<file path="config.mk">
export PLATFORM = sky130hd
export DESIGN_NAME = ebtp_top
export DESIGN_NICKNAME = d
export VERILOG_FILES = /design/src/ebtp_pkg.sv /design/src/ebtp_cap_if.sv /design/src/ebtp_probe_capture.sv /design/src/ebtp_addr_rebuild.sv /design/src/ebtp_top.sv
export SDC_FILE = /design/constraint.sdc
export NUM_CORES = 1
export LEC_CHECK = 0
export BUFFER_PORTS_ARGS = -buffer_cell sky130_fd_sc_hd__buf_2
export CAP_MARGIN = 15
export CORE_MARGIN = 3
export CORE_UTILIZATION = 32
export DETAILED_ROUTE_END_ITERATION = 8
export SLEW_MARGIN = 5
export SYNTH_ARGS = -nofsm -noshare
export SYNTH_HDL_FRONTEND = slang
export SYNTH_SLANG_ARGS = --single-unit
export TNS_END_PERCENT = 1
</file>
<file path="constraint.sdc">
create_clock -name clk -period 9.7 [get_ports clk]
set_input_delay 0.485 -clock clk [delete_from_list [all_inputs] [get_ports clk]]
set_output_delay 0.485 -clock clk [all_outputs]
set_load 0.1 [all_outputs]
</file>
<file path="src/ebtp_pkg.sv">
// shared constants of the break and trace probe block
package ebtp_pkg;
	localparam int          PROBE_W      = 12;
	localparam int          ADDR_W       = 16;
	localparam int          DATA_W       = 8;
	localparam int          BAUD_W       = 16;
	localparam logic        RST_OUT_HIGH = 1'b1;
	localparam logic [11:0] PROBE_RST    = 12'h000;
	localparam logic [15:0] ADDR_RST     = 16'h0000;
	localparam logic [7:0]  DATA_RST     = 8'h00;
	localparam logic [15:0] BAUD_RST     = 16'h0000;
	localparam logic [15:0] BAUD_ONE     = 16'h0001;
	localparam logic [15:0] BAUD_MAX     = 16'hFFFF;
	localparam int          KIND_PROGRAM_STORE_STROBE_N    = 0;
	localparam int          KIND_RD      = 1;
	localparam int          KIND_WR      = 2;

	typedef enum logic [2:0] {
		EBTP_IDLE = 3'b001,
		EBTP_RUN  = 3'b010,
		EBTP_HOLD = 3'b100
	} ebtp_exec_t;
endpackage

</file>
<file path="src/ebtp_cap_if.sv">
// captured probe word passed from the capture stage to the break logic
`timescale 1ns/10ps
interface ebtp_cap_if;
	logic                         valid;
	logic [ebtp_pkg::PROBE_W-1:0] probe;
	logic [2:0]                   kind;
	modport src (output valid, output probe, output kind);
	modport dst (input valid, input probe, input kind);
endinterface

</file>
<file path="src/ebtp_probe_capture.sv">
// synchronises probe pins and bus strobes, latches probes on a strobe fall
`timescale 1ns/10ps
module ebtp_probe_capture (
	input  wire logic                         clk,       // system clock
	input  wire logic                         rst,       // async reset
	input  wire logic [ebtp_pkg::PROBE_W-1:0] probe_pin, // logic probe pins
	input  wire logic [2:0]                   strobe_n,  // program store, read, write
	ebtp_cap_if.src                           cap        // captured word
);
	logic [ebtp_pkg::PROBE_W-1:0] p1_q, p2_q, cap_q, cap_d;
	logic [2:0]                   s1_q, s2_q, s3_q, fall, kind_q, kind_d;
	logic                         vld_q, vld_d;

	assign fall = s3_q & ~s2_q;

	always_comb begin
		cap_d  = cap_q;
		kind_d = kind_q;
		vld_d  = 1'b0;
		if (|fall) begin
			cap_d  = p2_q;
			kind_d = fall;
			vld_d  = 1'b1;
		end
	end

	always_ff @(posedge clk or posedge rst) begin
		if (rst) begin
			p1_q   <= ebtp_pkg::PROBE_RST;
			p2_q   <= ebtp_pkg::PROBE_RST;
			s1_q   <= 3'h7;
			s2_q   <= 3'h7;
			s3_q   <= 3'h7;
			cap_q  <= ebtp_pkg::PROBE_RST;
			kind_q <= 3'h0;
			vld_q  <= 1'b0;
		end else begin
			p1_q   <= probe_pin;
			p2_q   <= p1_q;
			s1_q   <= strobe_n;
			s2_q   <= s1_q;
			s3_q   <= s2_q;
			cap_q  <= cap_d;
			kind_q <= kind_d;
			vld_q  <= vld_d;
		end
	end

	assign cap.valid = vld_q;
	assign cap.probe = cap_q;
	assign cap.kind  = kind_q;
endmodule // ebtp_probe_capture

</file>
<file path="src/ebtp_addr_rebuild.sv">
// rebuilds the fetch address from the socket lines and the latched low byte
`timescale 1ns/10ps
module ebtp_addr_rebuild (
	input  wire logic                         clk,        // system clock
	input  wire logic                         rst,        // async reset
	input  wire logic [ebtp_pkg::ADDR_W-1:0]  sock_addr,  // socket address lines
	input  wire logic [ebtp_pkg::DATA_W-1:0]  sock_data,  // socket data lines
	input  wire logic                         ale_pin,    // address latch strobe
	input  wire logic                         prog_n_pin, // program store strobe
	output logic                              fetch,      // one-cycle fetch pulse
	output logic [ebtp_pkg::ADDR_W-1:0]       fetch_addr  // rebuilt address
);
	logic [ebtp_pkg::ADDR_W-1:0] a1_q, a2_q, fa_q, fa_d;
	logic [ebtp_pkg::DATA_W-1:0] d1_q, d2_q, lo_q, lo_d;
	logic [2:0]                  ale_q, ps_q;
	logic                        f_q, f_d;

	always_comb begin
		lo_d = lo_q;
		fa_d = fa_q;
		f_d  = 1'b0;
		if (ale_q[2] && !ale_q[1]) begin
			lo_d = d2_q;
		end
		if (ps_q[2] && !ps_q[1]) begin
			fa_d = {a2_q[ebtp_pkg::ADDR_W-1:ebtp_pkg::DATA_W], lo_q};
			f_d  = 1'b1;
		end
	end

	always_ff @(posedge clk or posedge rst) begin
		if (rst) begin
			a1_q  <= ebtp_pkg::ADDR_RST;
			a2_q  <= ebtp_pkg::ADDR_RST;
			d1_q  <= ebtp_pkg::DATA_RST;
			d2_q  <= ebtp_pkg::DATA_RST;
			ale_q <= 3'h0;
			ps_q  <= 3'h7;
			lo_q  <= ebtp_pkg::DATA_RST;
			fa_q  <= ebtp_pkg::ADDR_RST;
			f_q   <= 1'b0;
		end else begin
			a1_q  <= sock_addr;
			a2_q  <= a1_q;
			d1_q  <= sock_data;
			d2_q  <= d1_q;
			ale_q <= {ale_q[1:0], ale_pin};
			ps_q  <= {ps_q[1:0], prog_n_pin};
			lo_q  <= lo_d;
			fa_q  <= fa_d;
			f_q   <= f_d;
		end
	end

	assign fetch      = f_q;
	assign fetch_addr = fa_q;
endmodule // ebtp_addr_rebuild

</file>
<file path="src/ebtp_top.sv">
// break and trace probe logic of the emulator
// Functional notes
// - twelve probe inputs feed the trace record and the break compare
// - probes are captured on the fall of program store, read or write strobe
// - probe breaks are computed only from captured probe words
// - two trigger outputs follow the first and second break events
// - the first trigger output also lights the trigger indicator
// - the second trigger output is active low, the first active high
// - an external reset during running resets the emulated processor
// - break evaluation continues during and after external reset
// - with reset held, nothing runs and the running indicator stays dark
// - manual halt under held reset forces hardware reset and reports failure
// - a reset output controls the target processor via its reset pin
// - the low address byte is latched from data lines by the latch strobe
// - sixteen address lines, eight data lines and program strobe come from socket
// - a mapping setting sends program fetches to the original socket memory
// - serial link baud rate is detected automatically from the first start bit
// - the parallel host link carries data both ways
// - reset output polarity selectable, active high by default
`timescale 1ns/10ps
module ebtp_top #(
	parameter logic RESET_OUT_HIGH = ebtp_pkg::RST_OUT_HIGH, // reset output polarity
	parameter logic EXT_RESET_HIGH = 1'b0                    // external reset polarity
) (
	input  wire logic                         clk,                      // 250 MHz clock
	input  wire logic                         rst,                      // async reset
	input  wire logic [ebtp_pkg::PROBE_W-1:0] probe_pin,                // logic probes
	input  wire logic                         program_store_strobe_n,   // fetch strobe
	input  wire logic                         rd_strobe_n,              // read strobe
	input  wire logic                         wr_strobe_n,              // write strobe
	input  wire logic                         ale_pin,                  // address latch
	input  wire logic [ebtp_pkg::ADDR_W-1:0]  sock_addr,                // socket address
	input  wire logic [ebtp_pkg::DATA_W-1:0]  sock_data,                // socket data
	input  wire logic                         ext_reset_pin,            // target reset in
	input  wire logic [ebtp_pkg::PROBE_W-1:0] brk1_mask,                // break 1 care bits
	input  wire logic [ebtp_pkg::PROBE_W-1:0] brk1_value,               // break 1 pattern
	input  wire logic [ebtp_pkg::PROBE_W-1:0] brk2_mask,                // break 2 care bits
	input  wire logic [ebtp_pkg::PROBE_W-1:0] brk2_value,               // break 2 pattern
	input  wire logic                         brk_ack,                  // acknowledge pulse
	input  wire logic                         map_to_socket,            // fetch from socket
	input  wire logic                         run_req,                  // start pulse
	input  wire logic                         halt_req,                 // manual halt pulse
	input  wire logic                         cpu_reset_req,            // reset request
	input  wire logic                         rx_pin,                   // serial receive
	input  wire logic                         par_host_drives,          // host owns bus
	input  wire logic                         par_strobe_n,             // host data strobe
	input  wire logic [7:0]                   par_data_in,              // parallel in
	input  wire logic [7:0]                   par_tx_data,              // data to host
	output logic                              trace_valid,              // trace record
	output logic [ebtp_pkg::PROBE_W-1:0]      trace_probe,              // traced probes
	output logic                              first_break_event_out,    // trigger 1
	output logic                              second_break_event_out_n, // trigger 2
	output logic                              trigger_led,              // trigger lamp
	output logic                              running_led,              // running lamp
	output logic                              target_reset_out,         // reset to target
	output logic                              halt_failed,              // halt report
	output logic                              fetch_valid,              // fetch seen
	output logic [ebtp_pkg::ADDR_W-1:0]       fetch_addr,               // fetch address
	output logic                              fetch_from_socket,        // use socket memory
	output logic [ebtp_pkg::BAUD_W-1:0]       baud_div,                 // bit time cycles
	output logic                              baud_locked,              // bit time found
	output logic [7:0]                        par_rx_data,              // data from host
	output logic                              par_rx_valid,             // host byte pulse
	output logic [7:0]                        par_data_out,             // parallel out
	output logic                              par_data_oe_n             // low: device drives
);
	ebtp_cap_if cap_bus ();

	ebtp_probe_capture u_cap (
		.clk       (clk),
		.rst       (rst),
		.probe_pin (probe_pin),
		.strobe_n  ({wr_strobe_n, rd_strobe_n, program_store_strobe_n}),
		.cap       (cap_bus.src)
	);

	logic                        fe_w;
	logic [ebtp_pkg::ADDR_W-1:0] fa_w;

	ebtp_addr_rebuild u_addr (
		.clk        (clk),
		.rst        (rst),
		.sock_addr  (sock_addr),
		.sock_data  (sock_data),
		.ale_pin    (ale_pin),
		.prog_n_pin (program_store_strobe_n),
		.fetch      (fe_w),
		.fetch_addr (fa_w)
	);

	function automatic logic probe_hit(input logic [ebtp_pkg::PROBE_W-1:0] v,
		input logic [ebtp_pkg::PROBE_W-1:0] m, input logic [ebtp_pkg::PROBE_W-1:0] r);
		probe_hit = (|m) && (((v ^ r) & m) == '0);
	endfunction

	// pin synchronisers; first stage read only by the second
	logic [1:0] xr_q, rx_q, pd_q, ps_q;
	logic [7:0] pdat1_q, pdat2_q;
	logic       rx3_q, ps3_q, ext_rst;

	always_ff @(posedge clk or posedge rst) begin
		if (rst) begin
			// idle level of the pin, so release of rst does not fake a target reset
			xr_q    <= {2{~EXT_RESET_HIGH}};
			rx_q    <= 2'h3;
			pd_q    <= 2'h0;
			ps_q    <= 2'h3;
			rx3_q   <= 1'b1;
			ps3_q   <= 1'b1;
			pdat1_q <= 8'h00;
			pdat2_q <= 8'h00;
		end else begin
			xr_q    <= {xr_q[0], ext_reset_pin};
			rx_q    <= {rx_q[0], rx_pin};
			pd_q    <= {pd_q[0], par_host_drives};
			ps_q    <= {ps_q[0], par_strobe_n};
			rx3_q   <= rx_q[1];
			ps3_q   <= ps_q[1];
			pdat1_q <= par_data_in;
			pdat2_q <= pdat1_q;
		end
	end

	assign ext_rst = (xr_q[1] == EXT_RESET_HIGH);

	// break and trace group
	logic                         b1_q, b1_d, b2_q, b2_d, b2n_q, tv_q, tv_d, hit1, hit2;
	logic [ebtp_pkg::PROBE_W-1:0] tp_q, tp_d;

	assign hit1 = cap_bus.valid && probe_hit(cap_bus.probe, brk1_mask, brk1_value);
	assign hit2 = cap_bus.valid && probe_hit(cap_bus.probe, brk2_mask, brk2_value);

	always_comb begin
		tv_d = cap_bus.valid;
		tp_d = cap_bus.valid ? cap_bus.probe : tp_q;
		// a new hit wins over a same-cycle acknowledge; reset state is ignored here
		b1_d = hit1 | (b1_q & ~brk_ack);
		b2_d = hit2 | (b2_q & ~brk_ack);
	end

	// execution control group
	ebtp_pkg::ebtp_exec_t st_q, st_d;
	logic                 run_q, run_d, hf_q, hf_d, hw_q, hw_d, ro_q, ro_d;

	always_comb begin
		st_d = st_q;
		hf_d = 1'b0;
		hw_d = 1'b0;
		case (st_q)
			ebtp_pkg::EBTP_IDLE: begin
				if (run_req) begin
					st_d = ext_rst ? ebtp_pkg::EBTP_HOLD : ebtp_pkg::EBTP_RUN;
				end
			end
			ebtp_pkg::EBTP_RUN: begin
				if (halt_req) begin
					st_d = ebtp_pkg::EBTP_IDLE;
				end else if (ext_rst) begin
					st_d = ebtp_pkg::EBTP_HOLD;
				end
			end
			ebtp_pkg::EBTP_HOLD: begin
				if (halt_req) begin
					st_d = ebtp_pkg::EBTP_IDLE;
					hf_d = 1'b1;
					hw_d = 1'b1;
				end else if (!ext_rst) begin
					st_d = ebtp_pkg::EBTP_RUN;
				end
			end
			default: begin
				st_d = ebtp_pkg::EBTP_IDLE;
			end
		endcase
		run_d = (st_d == ebtp_pkg::EBTP_RUN);
		// processor held in reset by target reset, host request or forced reset
		ro_d  = ext_rst | cpu_reset_req | hw_d;
	end

	// adapter fetch routing, serial detection and parallel link group
	logic                        fv_q, fs_q, lk_q, lk_d, mes_q, mes_d, pv_q, pv_d, oe_q;
	logic [ebtp_pkg::ADDR_W-1:0] fa_q;
	logic [ebtp_pkg::BAUD_W-1:0] bd_q, bd_d, cnt_q, cnt_d;
	logic [7:0]                  pr_q, pr_d, po_q;

	always_comb begin
		lk_d  = lk_q;
		mes_d = mes_q;
		bd_d  = bd_q;
		cnt_d = cnt_q;
		// first start bit width gives the bit time; frame is fixed 8N1
		if (!lk_q && !mes_q && rx3_q && !rx_q[1]) begin
			mes_d = 1'b1;
			cnt_d = ebtp_pkg::BAUD_ONE;
		end else if (mes_q && !rx_q[1]) begin
			cnt_d = (cnt_q == ebtp_pkg::BAUD_MAX) ? cnt_q : cnt_q + ebtp_pkg::BAUD_ONE;
		end else if (mes_q) begin
			mes_d = 1'b0;
			lk_d  = 1'b1;
			bd_d  = cnt_q;
		end
		pv_d = ps3_q && !ps_q[1] && pd_q[1];
		pr_d = pv_d ? pdat2_q : pr_q;
	end

	always_ff @(posedge clk or posedge rst) begin
		if (rst) begin
			tv_q  <= 1'b0;
			tp_q  <= ebtp_pkg::PROBE_RST;
			b1_q  <= 1'b0;
			b2_q  <= 1'b0;
			b2n_q <= 1'b1;
			st_q  <= ebtp_pkg::EBTP_IDLE;
			run_q <= 1'b0;
			hf_q  <= 1'b0;
			hw_q  <= 1'b0;
			ro_q  <= ~RESET_OUT_HIGH;
			fv_q  <= 1'b0;
			fa_q  <= ebtp_pkg::ADDR_RST;
			fs_q  <= 1'b0;
			lk_q  <= 1'b0;
			mes_q <= 1'b0;
			bd_q  <= ebtp_pkg::BAUD_RST;
			cnt_q <= ebtp_pkg::BAUD_RST;
			pv_q  <= 1'b0;
			pr_q  <= 8'h00;
			po_q  <= 8'h00;
			oe_q  <= 1'b1;
		end else begin
			tv_q  <= tv_d;
			tp_q  <= tp_d;
			b1_q  <= b1_d;
			b2_q  <= b2_d;
			b2n_q <= ~b2_d;
			st_q  <= st_d;
			run_q <= run_d;
			hf_q  <= hf_d;
			hw_q  <= hw_d;
			ro_q  <= RESET_OUT_HIGH ? ro_d : ~ro_d;
			fv_q  <= fe_w;
			fa_q  <= fa_w;
			fs_q  <= fe_w & map_to_socket;
			lk_q  <= lk_d;
			mes_q <= mes_d;
			bd_q  <= bd_d;
			cnt_q <= cnt_d;
			pv_q  <= pv_d;
			pr_q  <= pr_d;
			po_q  <= par_tx_data;
			oe_q  <= pd_q[1];
		end
	end

	// trigger 1 is the break flop itself and trigger 2 an inverted flop loaded from b2_d, so no extra cycle is added
	assign trace_valid              = tv_q;
	assign trace_probe              = tp_q;
	assign first_break_event_out    = b1_q;
	assign second_break_event_out_n = b2n_q;
	assign trigger_led              = b1_q;
	assign running_led              = run_q;
	// polarity is applied ahead of the flop, so the pin comes straight from a register
	assign target_reset_out         = ro_q;
	assign halt_failed              = hf_q;
	assign fetch_valid              = fv_q;
	assign fetch_addr               = fa_q;
	assign fetch_from_socket        = fs_q;
	assign baud_div                 = bd_q;
	assign baud_locked              = lk_q;
	assign par_rx_data              = pr_q;
	assign par_rx_valid             = pv_q;
	assign par_data_out             = po_q;
	assign par_data_oe_n            = oe_q;
endmodule // ebtp_top

</file>
Word level (Yosys, flattened, before mapping)
Index checks and enable logic that the tools add are counted.
Storage, ports and cells
  register bits: 243
  output and inout bits: 72
  logic and storage cells: 112
Operators by class
  $add $sub $neg: 1
  equal/unequal tests: 7
  muxes and demuxes: 16
  bitwise operators: 18
  reductions and logical operators: 26
Operators with widths (count)
  $mux W16: 3
  $and A12 B12 Y12: 2
  $logic_not A12 Y1: 2
  $reduce_or A12 Y1: 2
  $xor A12 B12 Y12: 2
  $mux W3: 6
  $add A16 B1 Y16 const B: 1
  $eq A16 B16 Y1 const B: 1
  $logic_and A1 B1 Y1: 12
  $pmux W3 S3: 1
  $eq A3 B2 Y1 const B: 2
  $logic_not A1 Y1: 6
  $mux W1: 6
  $not A1 Y1: 5
  $ne A2 B2 Y1 const B: 2
  $or A1 B1 Y1: 4
  $and A1 B1 Y1: 3
  $and A3 B3 Y3: 1
  $eq A3 B1 Y1 const B: 1
  $eq A3 B3 Y1 const B: 1
  $not A3 Y3: 1
  $reduce_and A3 Y1: 1
  $reduce_or A3 Y1: 1
  $reduce_and A2 Y1: 1
  $reduce_bool A2 Y1: 1

Depth between registers and ports, before layout
Gate-level depths: netlist of the first run.
  depth after elaboration: 7
  gate-level depth with buffers: 6
  mapped depth without buffers: 5

By module
A second synthesis of the first run with hierarchy kept.
Unflattened totals
  cells, all modules: 507
  area total of the unflattened synthesis: 7971.4 µm²
By module, submodules not included
  ebtp_top: times used 1, cells an instance 340, area an instance 4521.8 µm², seq. area each 2966.6 µm²
  ebtp_addr_rebuild: times used 1, cells an instance 93, area an instance 1944.4 µm², seq. area each 1580.3 µm²
  ebtp_probe_capture: times used 1, cells an instance 74, area an instance 1505.2 µm², seq. area each 1237.4 µm²

Worst setup path after synthesis of the first run
OpenSTA, ideal clock, no wires.
  kind: flip-flop to flip-flop
  start: register lk_q, in the netlist baud_locked
  end: register cnt_q[5] (netlist name)
  library setup time: 0.124 ns
  arrival time: 1.989 ns
  required time: 9.576 ns
  path slack: 7.587 ns
  stages on the path, launching flop included: 6
  buffers on the path: 1
  period minus slack after synthesis: 2.113 ns
  cells stage by stage: dfrtp_1 > or4b_1 > buf_4 > nand2_8 > o21ai_2 > a211o_1
Between the ends
  cells in the longest elaborated chain, start to end: 6
RTL lines
  start: declaration: RTL line ebtp_top.sv:181  | logic fv_q, fs_q, lk_q, lk_d, mes_q, mes_d, pv_q, pv_d, oe_q;
  start signal: assignment: RTL line ebtp_top.sv:243  | lk_q <= lk_d;
  $logic_not A1 Y1 *: RTL line ebtp_top.sv:192  | if (!lk_q && !mes_q && rx3_q && !rx_q[1]) begin
  $logic_and A1 B1 Y1 * (3 in series): RTL line ebtp_top.sv:192
  $ne A2 B2 Y1 (no source line) / $reduce_bool A2 Y1 (equally long branches)
  $reduce_and A2 Y1 (no source line)
  end signal: assignment: RTL line ebtp_top.sv:224  | cnt_q <= ebtp_pkg::BAUD_RST;
  end signal: assignment: RTL line ebtp_top.sv:246  | cnt_q <= cnt_d;
  end: declaration: RTL line ebtp_top.sv:183  | logic [ebtp_pkg::BAUD_W-1:0] bd_q, bd_d, cnt_q, cnt_d;
Every way passes the cells marked *; elsewhere a longest branch is shown, timed or not.
A chain may end at the register's enable or synchronous reset.

Final worst setup path of the first run
  start: register u_addr.ps_q[1]
  end: register u_addr.fa_q (netlist bit u_addr.fetch_addr[8])
Between the ends
  cells in the longest elaborated chain, start to end: 2
RTL lines
  start: declaration: RTL line ebtp_addr_rebuild.sv:15  | logic [2:0] ale_q, ps_q;
  start signal: assignment: RTL line ebtp_addr_rebuild.sv:48  | ps_q <= {ps_q[1:0], prog_n_pin};
  $logic_not A1 Y1: RTL line ebtp_addr_rebuild.sv:25  | if (ps_q[2] && !ps_q[1]) begin
  $logic_and A1 B1 Y1: RTL line ebtp_addr_rebuild.sv:25
  end signal: assignment: RTL line ebtp_addr_rebuild.sv:40  | fa_q <= ebtp_pkg::ADDR_RST;
  end: declaration: RTL line ebtp_addr_rebuild.sv:13  | logic [ebtp_pkg::ADDR_W-1:0] a1_q, a2_q, fa_q, fa_d;
Every way passes these cells.

==> summary.md, run 1 <==
| Metric | Value |
|---|---|
| Wire length of the first global-routing pass | `25300 um` |
| Hold WC Path Type | `primary input to flop` |
| Post-route ant nets | `0` |
| Fmax | `438 MHz` |
| CTS sink count | `224` |
| VDD IR max | `169 uV` |
| Area Growth Syn to Fin | `27.2%` |
| Worst-skew pair later-pin latency | `0.52 ns` |
| H-tree depth | `1` |
| Layout Cells excl Fill | `1066` |
| Clk_skew | `0.00787 ns` |
| Routability cong. | `0.856` |
| Status | `complete, no violations` |
| Maxcap violations | `0` |
| Vias per cell | `4.47` |
| Core area | `23500 um^2` |
| Async set-reset flop share out of synthesis | `100%` |
| Placed Instances | `1019` |
| Most common cell after layout, fill and taps aside | `dfrtp_1` |
| Mapped Cells | `531` |
| Post-cts resize count | `0` |
| Detailed Route WL | `15900 um` |
| Leak | `between 4 and 5 nW` |
| Pre-antenna DRT Iters | `4` |
| Int Power | `1.69 mW` |
| Gr ovfl total | `0` |
| DRT iter0 DRCs | `between 150 and 200` |
| # port buffers | `between 150 and 200` |
| Clock power share | `37.1%` |
| Top-area cell type share of the netlist area | `66.4%` |
| Fin Setup TNS | `0 ns` |
| WS Path Type | `flop to flop` |
| Switching power | `815 uW` |
| Seq/Total Area, Yosys | `73.3%` |
| Share of cells above drive strength 1 | `between 30% and 40%` |
| Avg WL per Cell | `14.9 um` |
| # IOs | `roughly 190` |
| Post-synth cell types | `59` |
| Starting Density | `32.6%` |
| Antenna violations before repair | `4` |
| Critical Path AT | `2.69 ns` |
| #FFs+latches synth | `224` |
| RSZ-0062 raised after global routing | `false` |
| CTS tree | `done` |
| All-Layer GR Usage | `between 10% and 20%` |
| Synth area leader | `dfrtp_1` |
| DP Area | `8940 um^2` |
| Post-synth EDFFs | `0` |
| # Post-CTS Setup Buffers | `0` |
| Largest net degree at the start of global routing | `99` |
| Clk buf depth | `3` |
| CP startpoint kind | `flop` |
| CTS root buf | `clkbuf_16` |
| Post-route cell area | `9780 um^2` |
| Tmin final | `roughly 2.3 ns` |
| Max Slew Vio Count | `0` |
| Hold buffers post-CTS | `0` |
| Commonest non-fill, non-tap cells in the layout | `dfrtp_1 (204), buf_2 (178), nand2_1 (92), mux2_2 (43)` |
| Reg power frac | `43.3%` |
| Number of global-route vias before repair | `4837` |
| DP HPWL | `10800 um` |
| Final Hold Fails | `0` |
| Layout Nets | `843` |
| Main flop type after synthesis | `dfrtp_1` |
| Synthesis Warnings | `0` |
| Worst slew margin | `between 30% and 40%` |
| Setup violators final | `0` |
| Worst Path Max Fanout | `18` |
| CP required | `10.10 ns` |
| DRC violations left | `0` |
| Avg Cell Area, Syn | `14.5 um^2` |
| Flop2flop setup slack | `7.42 ns` |
| Die Ht | `161 um` |
| Top post-synthesis cells by area | `dfrtp_1 (66%), dfstp_2 (6.8%), mux2_2 (6.3%)` |
| Critical path capture point type | `flop` |
| Cell area power density | `256 nW/um^2` |
| Worst-margin pin slew | `between 0.9 and 1 ns` |
| Sw Share | `32.5%` |
| Row count | `between 50 and 60` |
| CTS clk-pin slew, worst paths | `0.06 ns` |
| Syn Nets | `647` |
| Combinational share of power | `19.6%` |
| Post-synthesis cell area | `7680 um^2` |
| Die ar. | `roughly 26000 um^2` |
| Number of buffers created by CTS | `25` |
| Die width | `161 um` |
| Period utilisation layout | `about a quarter` |
| Via count | `between 4000 and 5000` |
-- area by class of cell --
cell class | count | area (um^2)
fillers | 2256 | 13800
flip-flops and latches | 224 | 5630
multi-input cells | 282 | 1940
repair buffers | 181 | 913
clock buffers | 34 | 699
well taps | 319 | 399
clock inverters | 12 | 135
inverters | 13 | 56.3
diodes | 1 | 2.50
-- cell usage after synthesis, types with 8 or more instances --
cell,instances
dfrtp_1,204
nand3_1,8
o21ai_0,11
a22oi_1,8
dfstp_2,20
nor2_1,9
inv_1,11
xor2_1,25
nand2_1,92
mux2_2,43
nor4_1,8
-- sequential cells by signal, indices dropped and copies added, names as in the netlist, 3 cells and up --
register / flops
baud_div: 16
cnt_q: 16
fetch_addr: 16
u_addr.fetch_addr: 16
trace_probe: 12
u_cap.cap.probe: 12
u_cap.p1_q: 12
u_cap.p2_q: 12
par_data_out: 8
par_rx_data: 8
pdat1_q: 8
pdat2_q: 8
u_addr.a1_q: 8
u_addr.a2_q: 8
u_addr.d1_q: 8
u_addr.d2_q: 8
u_addr.lo_q: 8
st_q: 3
u_addr.ale_q: 3
u_cap.s3_q: 3
-- metrics by stage --
stage | utilization, % | hold WS (ns) | power, mW | setup slack [ns]
after global placement | 38.0 | 0.331 | 1.59 | 7.37
after CTS | 41.5 | 0.0224 | 2.55 | 7.30
after global routing | 41.5 | 0.0208 | 2.63 | 7.13
final | 41.5 | 0.0615 | 2.51 | 7.42
after detailed placement | 38.0 | 0.335 | 1.60 | 7.30
after floorplan | - | 0.331 | 1.49 | 3.11
-- worst paths after layout --
kind,from,to,depth (start not counted)
max in group asynchronous,rst,baud_div[14]$_DFFE_PP0P_,3
min in group asynchronous,rst,u_addr.a1_q[9]$_DFF_PP0_,2
worst max register to register,u_addr.ps_q[1]$_DFF_PP1_,u_addr.fetch_addr[8]$_DFFE_PP0P_,4
worst max-delay path,u_addr.ps_q[1]$_DFF_PP1_,u_addr.fetch_addr[8]$_DFFE_PP0P_,4
worst min register to register,u_cap.p1_q[6]$_DFF_PP0_,u_cap.p2_q[6]$_DFF_PP0_,0
worst min-delay path,program_store_strobe_n,u_addr.ps_q[0]$_DFF_PP1_,1
-- per-layer routing --
layer | up-vias | GRT usage [%] | routed length, um
li1 | 2240 | - | -
met1 | 2293 | 15.6 | 6900
met2 | 182 | 18.7 | 7010
met3 | 40 | 4.44 | 1510
met4 | 8 | 3.87 | 395
met5 | - | 0 | 54
-- logic make-up (layout without fill, tap and decap cells) --
family | Yosys count | in the layout | share of synthesized area (%)
AND/OR/NAND/NOR | 154 | 154 | 10.3
XOR/XNOR | 25 | 25 | 2.85
buffers and inverters | 25 | 240 | 1.47
adder cells (fa/ha/maj) | 1 | 1 | 0.163
AO/OA/AOI/OAI | 57 | 57 | 5.37
flip-flops | 224 | 224 | 73.3
other | 0 | 1 | 0
multiplexers | 45 | 45 | 6.56
-- worst max-delay path, stage by stage, from the launching register on --
cell	delay, ns
dfstp_2	0.53
nand2b_1	0.61
clkinv_1	0.72
nand2_1	0.22
nand2_1	0.07
-- power groups by stage --
stage,sequential [mW],clock (mW),combinational [mW]
after global placement,1.10,0,0.492
after global routing,1.10,1.01,0.517
after floorplan,1.37,0,0.116
after CTS,1.09,0.970,0.497
final,1.08,0.931,0.492
after detailed placement,1.10,0,0.496
(Power assumes the default switching activity.)
==> run 2, diff against run 1 <==
Clock period 9.7 ns to 2.28 ns, I/O delays scaled along.
==> summary.md, run 2 (synthesis gave the netlist of run 1 again) <==
| Metric | Value |
|---|---|
| Die width | `161 um` |
| Wire length of the first global-routing pass | `27100 um` |
| CTS clk-pin slew, worst paths | `about 0.060 ns` |
| Critical path capture point type | `flop` |
| Vias per cell | `around 4.5` |
| All-Layer GR Usage | `about an eighth` |
| VDD IR max | `roughly 660 uV` |
| Post-route ant nets | `0` |
| Fin Setup TNS | `0 ns` |
| Worst-margin pin slew | `0.664 ns` |
| # port buffers | `178` |
| Leak | `just under 5 nW` |
| Core area | `23500 um^2` |
| Number of global-route vias before repair | `5262` |
| Worst Path Max Fanout | `4` |
| CP startpoint kind | `flop` |
| CTS root buf | `clkbuf_16` |
| Die ar. | `~26000 um^2` |
| Layout Nets | `around 910` |
| Routability cong. | `~0.82` |
| Starting Density | `around 33%` |
| Fmax | `about 460 MHz` |
| CP required | `2.70 ns` |
| Hold WC Path Type | `primary input to flop` |
| Layout Cells excl Fill | `1135` |
| Number of buffers created by CTS | `25` |
| Final Hold Fails | `1` |
| # IOs | `approximately 190` |
| Die Ht | `about 160 um` |
| Commonest non-fill, non-tap cells in the layout | `dfrtp_1 (203), buf_2 (178), nand2_1 (92), dlygate4sd3_1 (63), mux2_2 (43)` |
| # fillers | `2191` |
| Most common cell after layout, fill and taps aside | `dfrtp_1` |
| Row count | `56` |
| Min Hold Slack | `-0.0178 ns` |
| Critical Path AT | `2.58 ns` |
| Maxcap violations | `0` |
| RSZ-0062 raised after global routing | `false` |
| N_diodes | `0` |
| Largest net degree at the start of global routing | `76` |
| WS Path Type | `flop to flop` |
| Via count | `5084` |
| Cell area power density | `1020 nW/um^2` |
| CTS sink count | `~220` |
| Clk_skew | `0.00919 ns` |
| Antenna violations before repair | `0` |
| DP HPWL | `11100 um` |
| DRT iter0 DRCs | `203` |
| Gr ovfl total | `0` |
| Placed Instances | `between 1000 and 1500` |
| Avg WL per Cell | `14.7 um` |
| Pre-antenna DRT Iters | `5` |
| Status | `finished, violations left` |
| CTS tree | `done` |
| Worst-skew pair later-pin latency | `0.50 ns` |
| Failing checks | `hold timing` |
| Worst slew margin | `roughly 56%` |
| Area Growth Syn to Fin | `36.2%` |
| H-tree depth | `1` |
| Setup violators final | `0` |
| Tmin final | `around 2.2 ns` |
| Period utilisation layout | `roughly 95%` |
| Detailed Route WL | `16600 um` |
| Clk buf depth | `3` |
| Share of cells above drive strength 1 | `36.8%` |
| Max Slew Vio Count | `0` |
| DRC violations left | `0` |
## run 2: cell types whose count changed in the layout (fill, tap and decap cells not counted), sizes merged, moves of 2 or more
cell / delta
clkinv: -2
buf: +8
clkinvlp: -2
inv: -2
dlygate4sd3: +63
clkbuf: +5
## run 2: power by group
group          internal, mW  leakage, nW  switching [mW]
Sequential             4.38         2.69           0.239
Clock                  2.35        0.383            1.49
Combinational         0.529         1.89            1.69
## run 2: layout make-up
class                   instances  area, um^2  area share, %
clock inverters                 6        86.3          0.825
inverters                      13        52.6          0.502
multi-input cells             282        1950           18.6
clock buffers                  39         708           6.77
flip-flops and latches        224        5630           53.8
well taps                     319         399           3.81
repair buffers                252        1640           15.7
## run 2: repair_timing
| item | CTS | global route |
|---|---|---|
| hold buffers | 64 | 0 |
| setup endpoints to repair | 0 | 1 |
| hold endpoints to repair | 77 | 0 |
| resized for setup | 0 | 2 |
| setup buffers | 0 | 2 |
## run 2: final timing paths
| check | slack (ns) | startpoint | endpoint | cells after the start |
|---|---|---|---|---|
| hold reg to reg | 0.34 | u_cap.p1_q[1]$_DFF_PP0_ | u_cap.p2_q[1]$_DFF_PP0_ | 0 |
| min in group asynchronous | 0.23 | rst | par_data_out[2]$_DFF_PP0_ | 3 |
| setup reg to reg | 0.12 | u_cap.cap.probe[11]$_DFFE_PP0P_ | first_break_event_out$_DFF_PP0_ | 6 |
| hold / removal | -0.02 | brk1_mask[4] | first_break_event_out$_DFF_PP0_ | 4 |
| setup / recovery | 0.12 | u_cap.cap.probe[11]$_DFFE_PP0P_ | first_break_event_out$_DFF_PP0_ | 6 |
| max in group asynchronous | 1.24 | rst | second_break_event_out_n$_DFF_PP1_ | 4 |
## run 2: metrics by stage
| stage | worst slack, ns | cell area (um^2) | utilization [%] | hold slack (ns) | power (mW) |
|---|---|---|---|---|---|
| CTS | 0.0742 | 10500 | 44.4 | 0.00359 | 10.9 |
| floorplan | -0.742 | 7690 | - | 0.118 | 6.33 |
| detailed placement | 0.355 | 9020 | 38.3 | 0.211 | 6.81 |
| global route | 0.0221 | 10500 | 44.5 | -0.00957 | 11.2 |
| global placement | 0.371 | 9020 | 38.3 | 0.201 | 6.79 |
| finish | 0.121 | 10500 | 44.5 | -0.0178 | 10.7 |
## run 2: worst max-delay path: stages, from the launching register on
cell           delay (ns)
dfrtp_1              0.43
xor2_1               0.17
a22oi_1              0.18
dlygate4sd3_1        0.56
nand3_1              0.06
dlygate4sd3_1        0.58
o22ai_2              0.11
## run 2: routing by layer
layer | vias up | GRT usage (%) | share of wire, %
li1 | 2379 | - | -
met1 | 2450 | 16.7 | 43
met2 | 215 | 20.7 | 46
met3 | 40 | 3.56 | 8.2
met4 | 0 | 4.11 | 2.9
met5 | - | 0 | 0
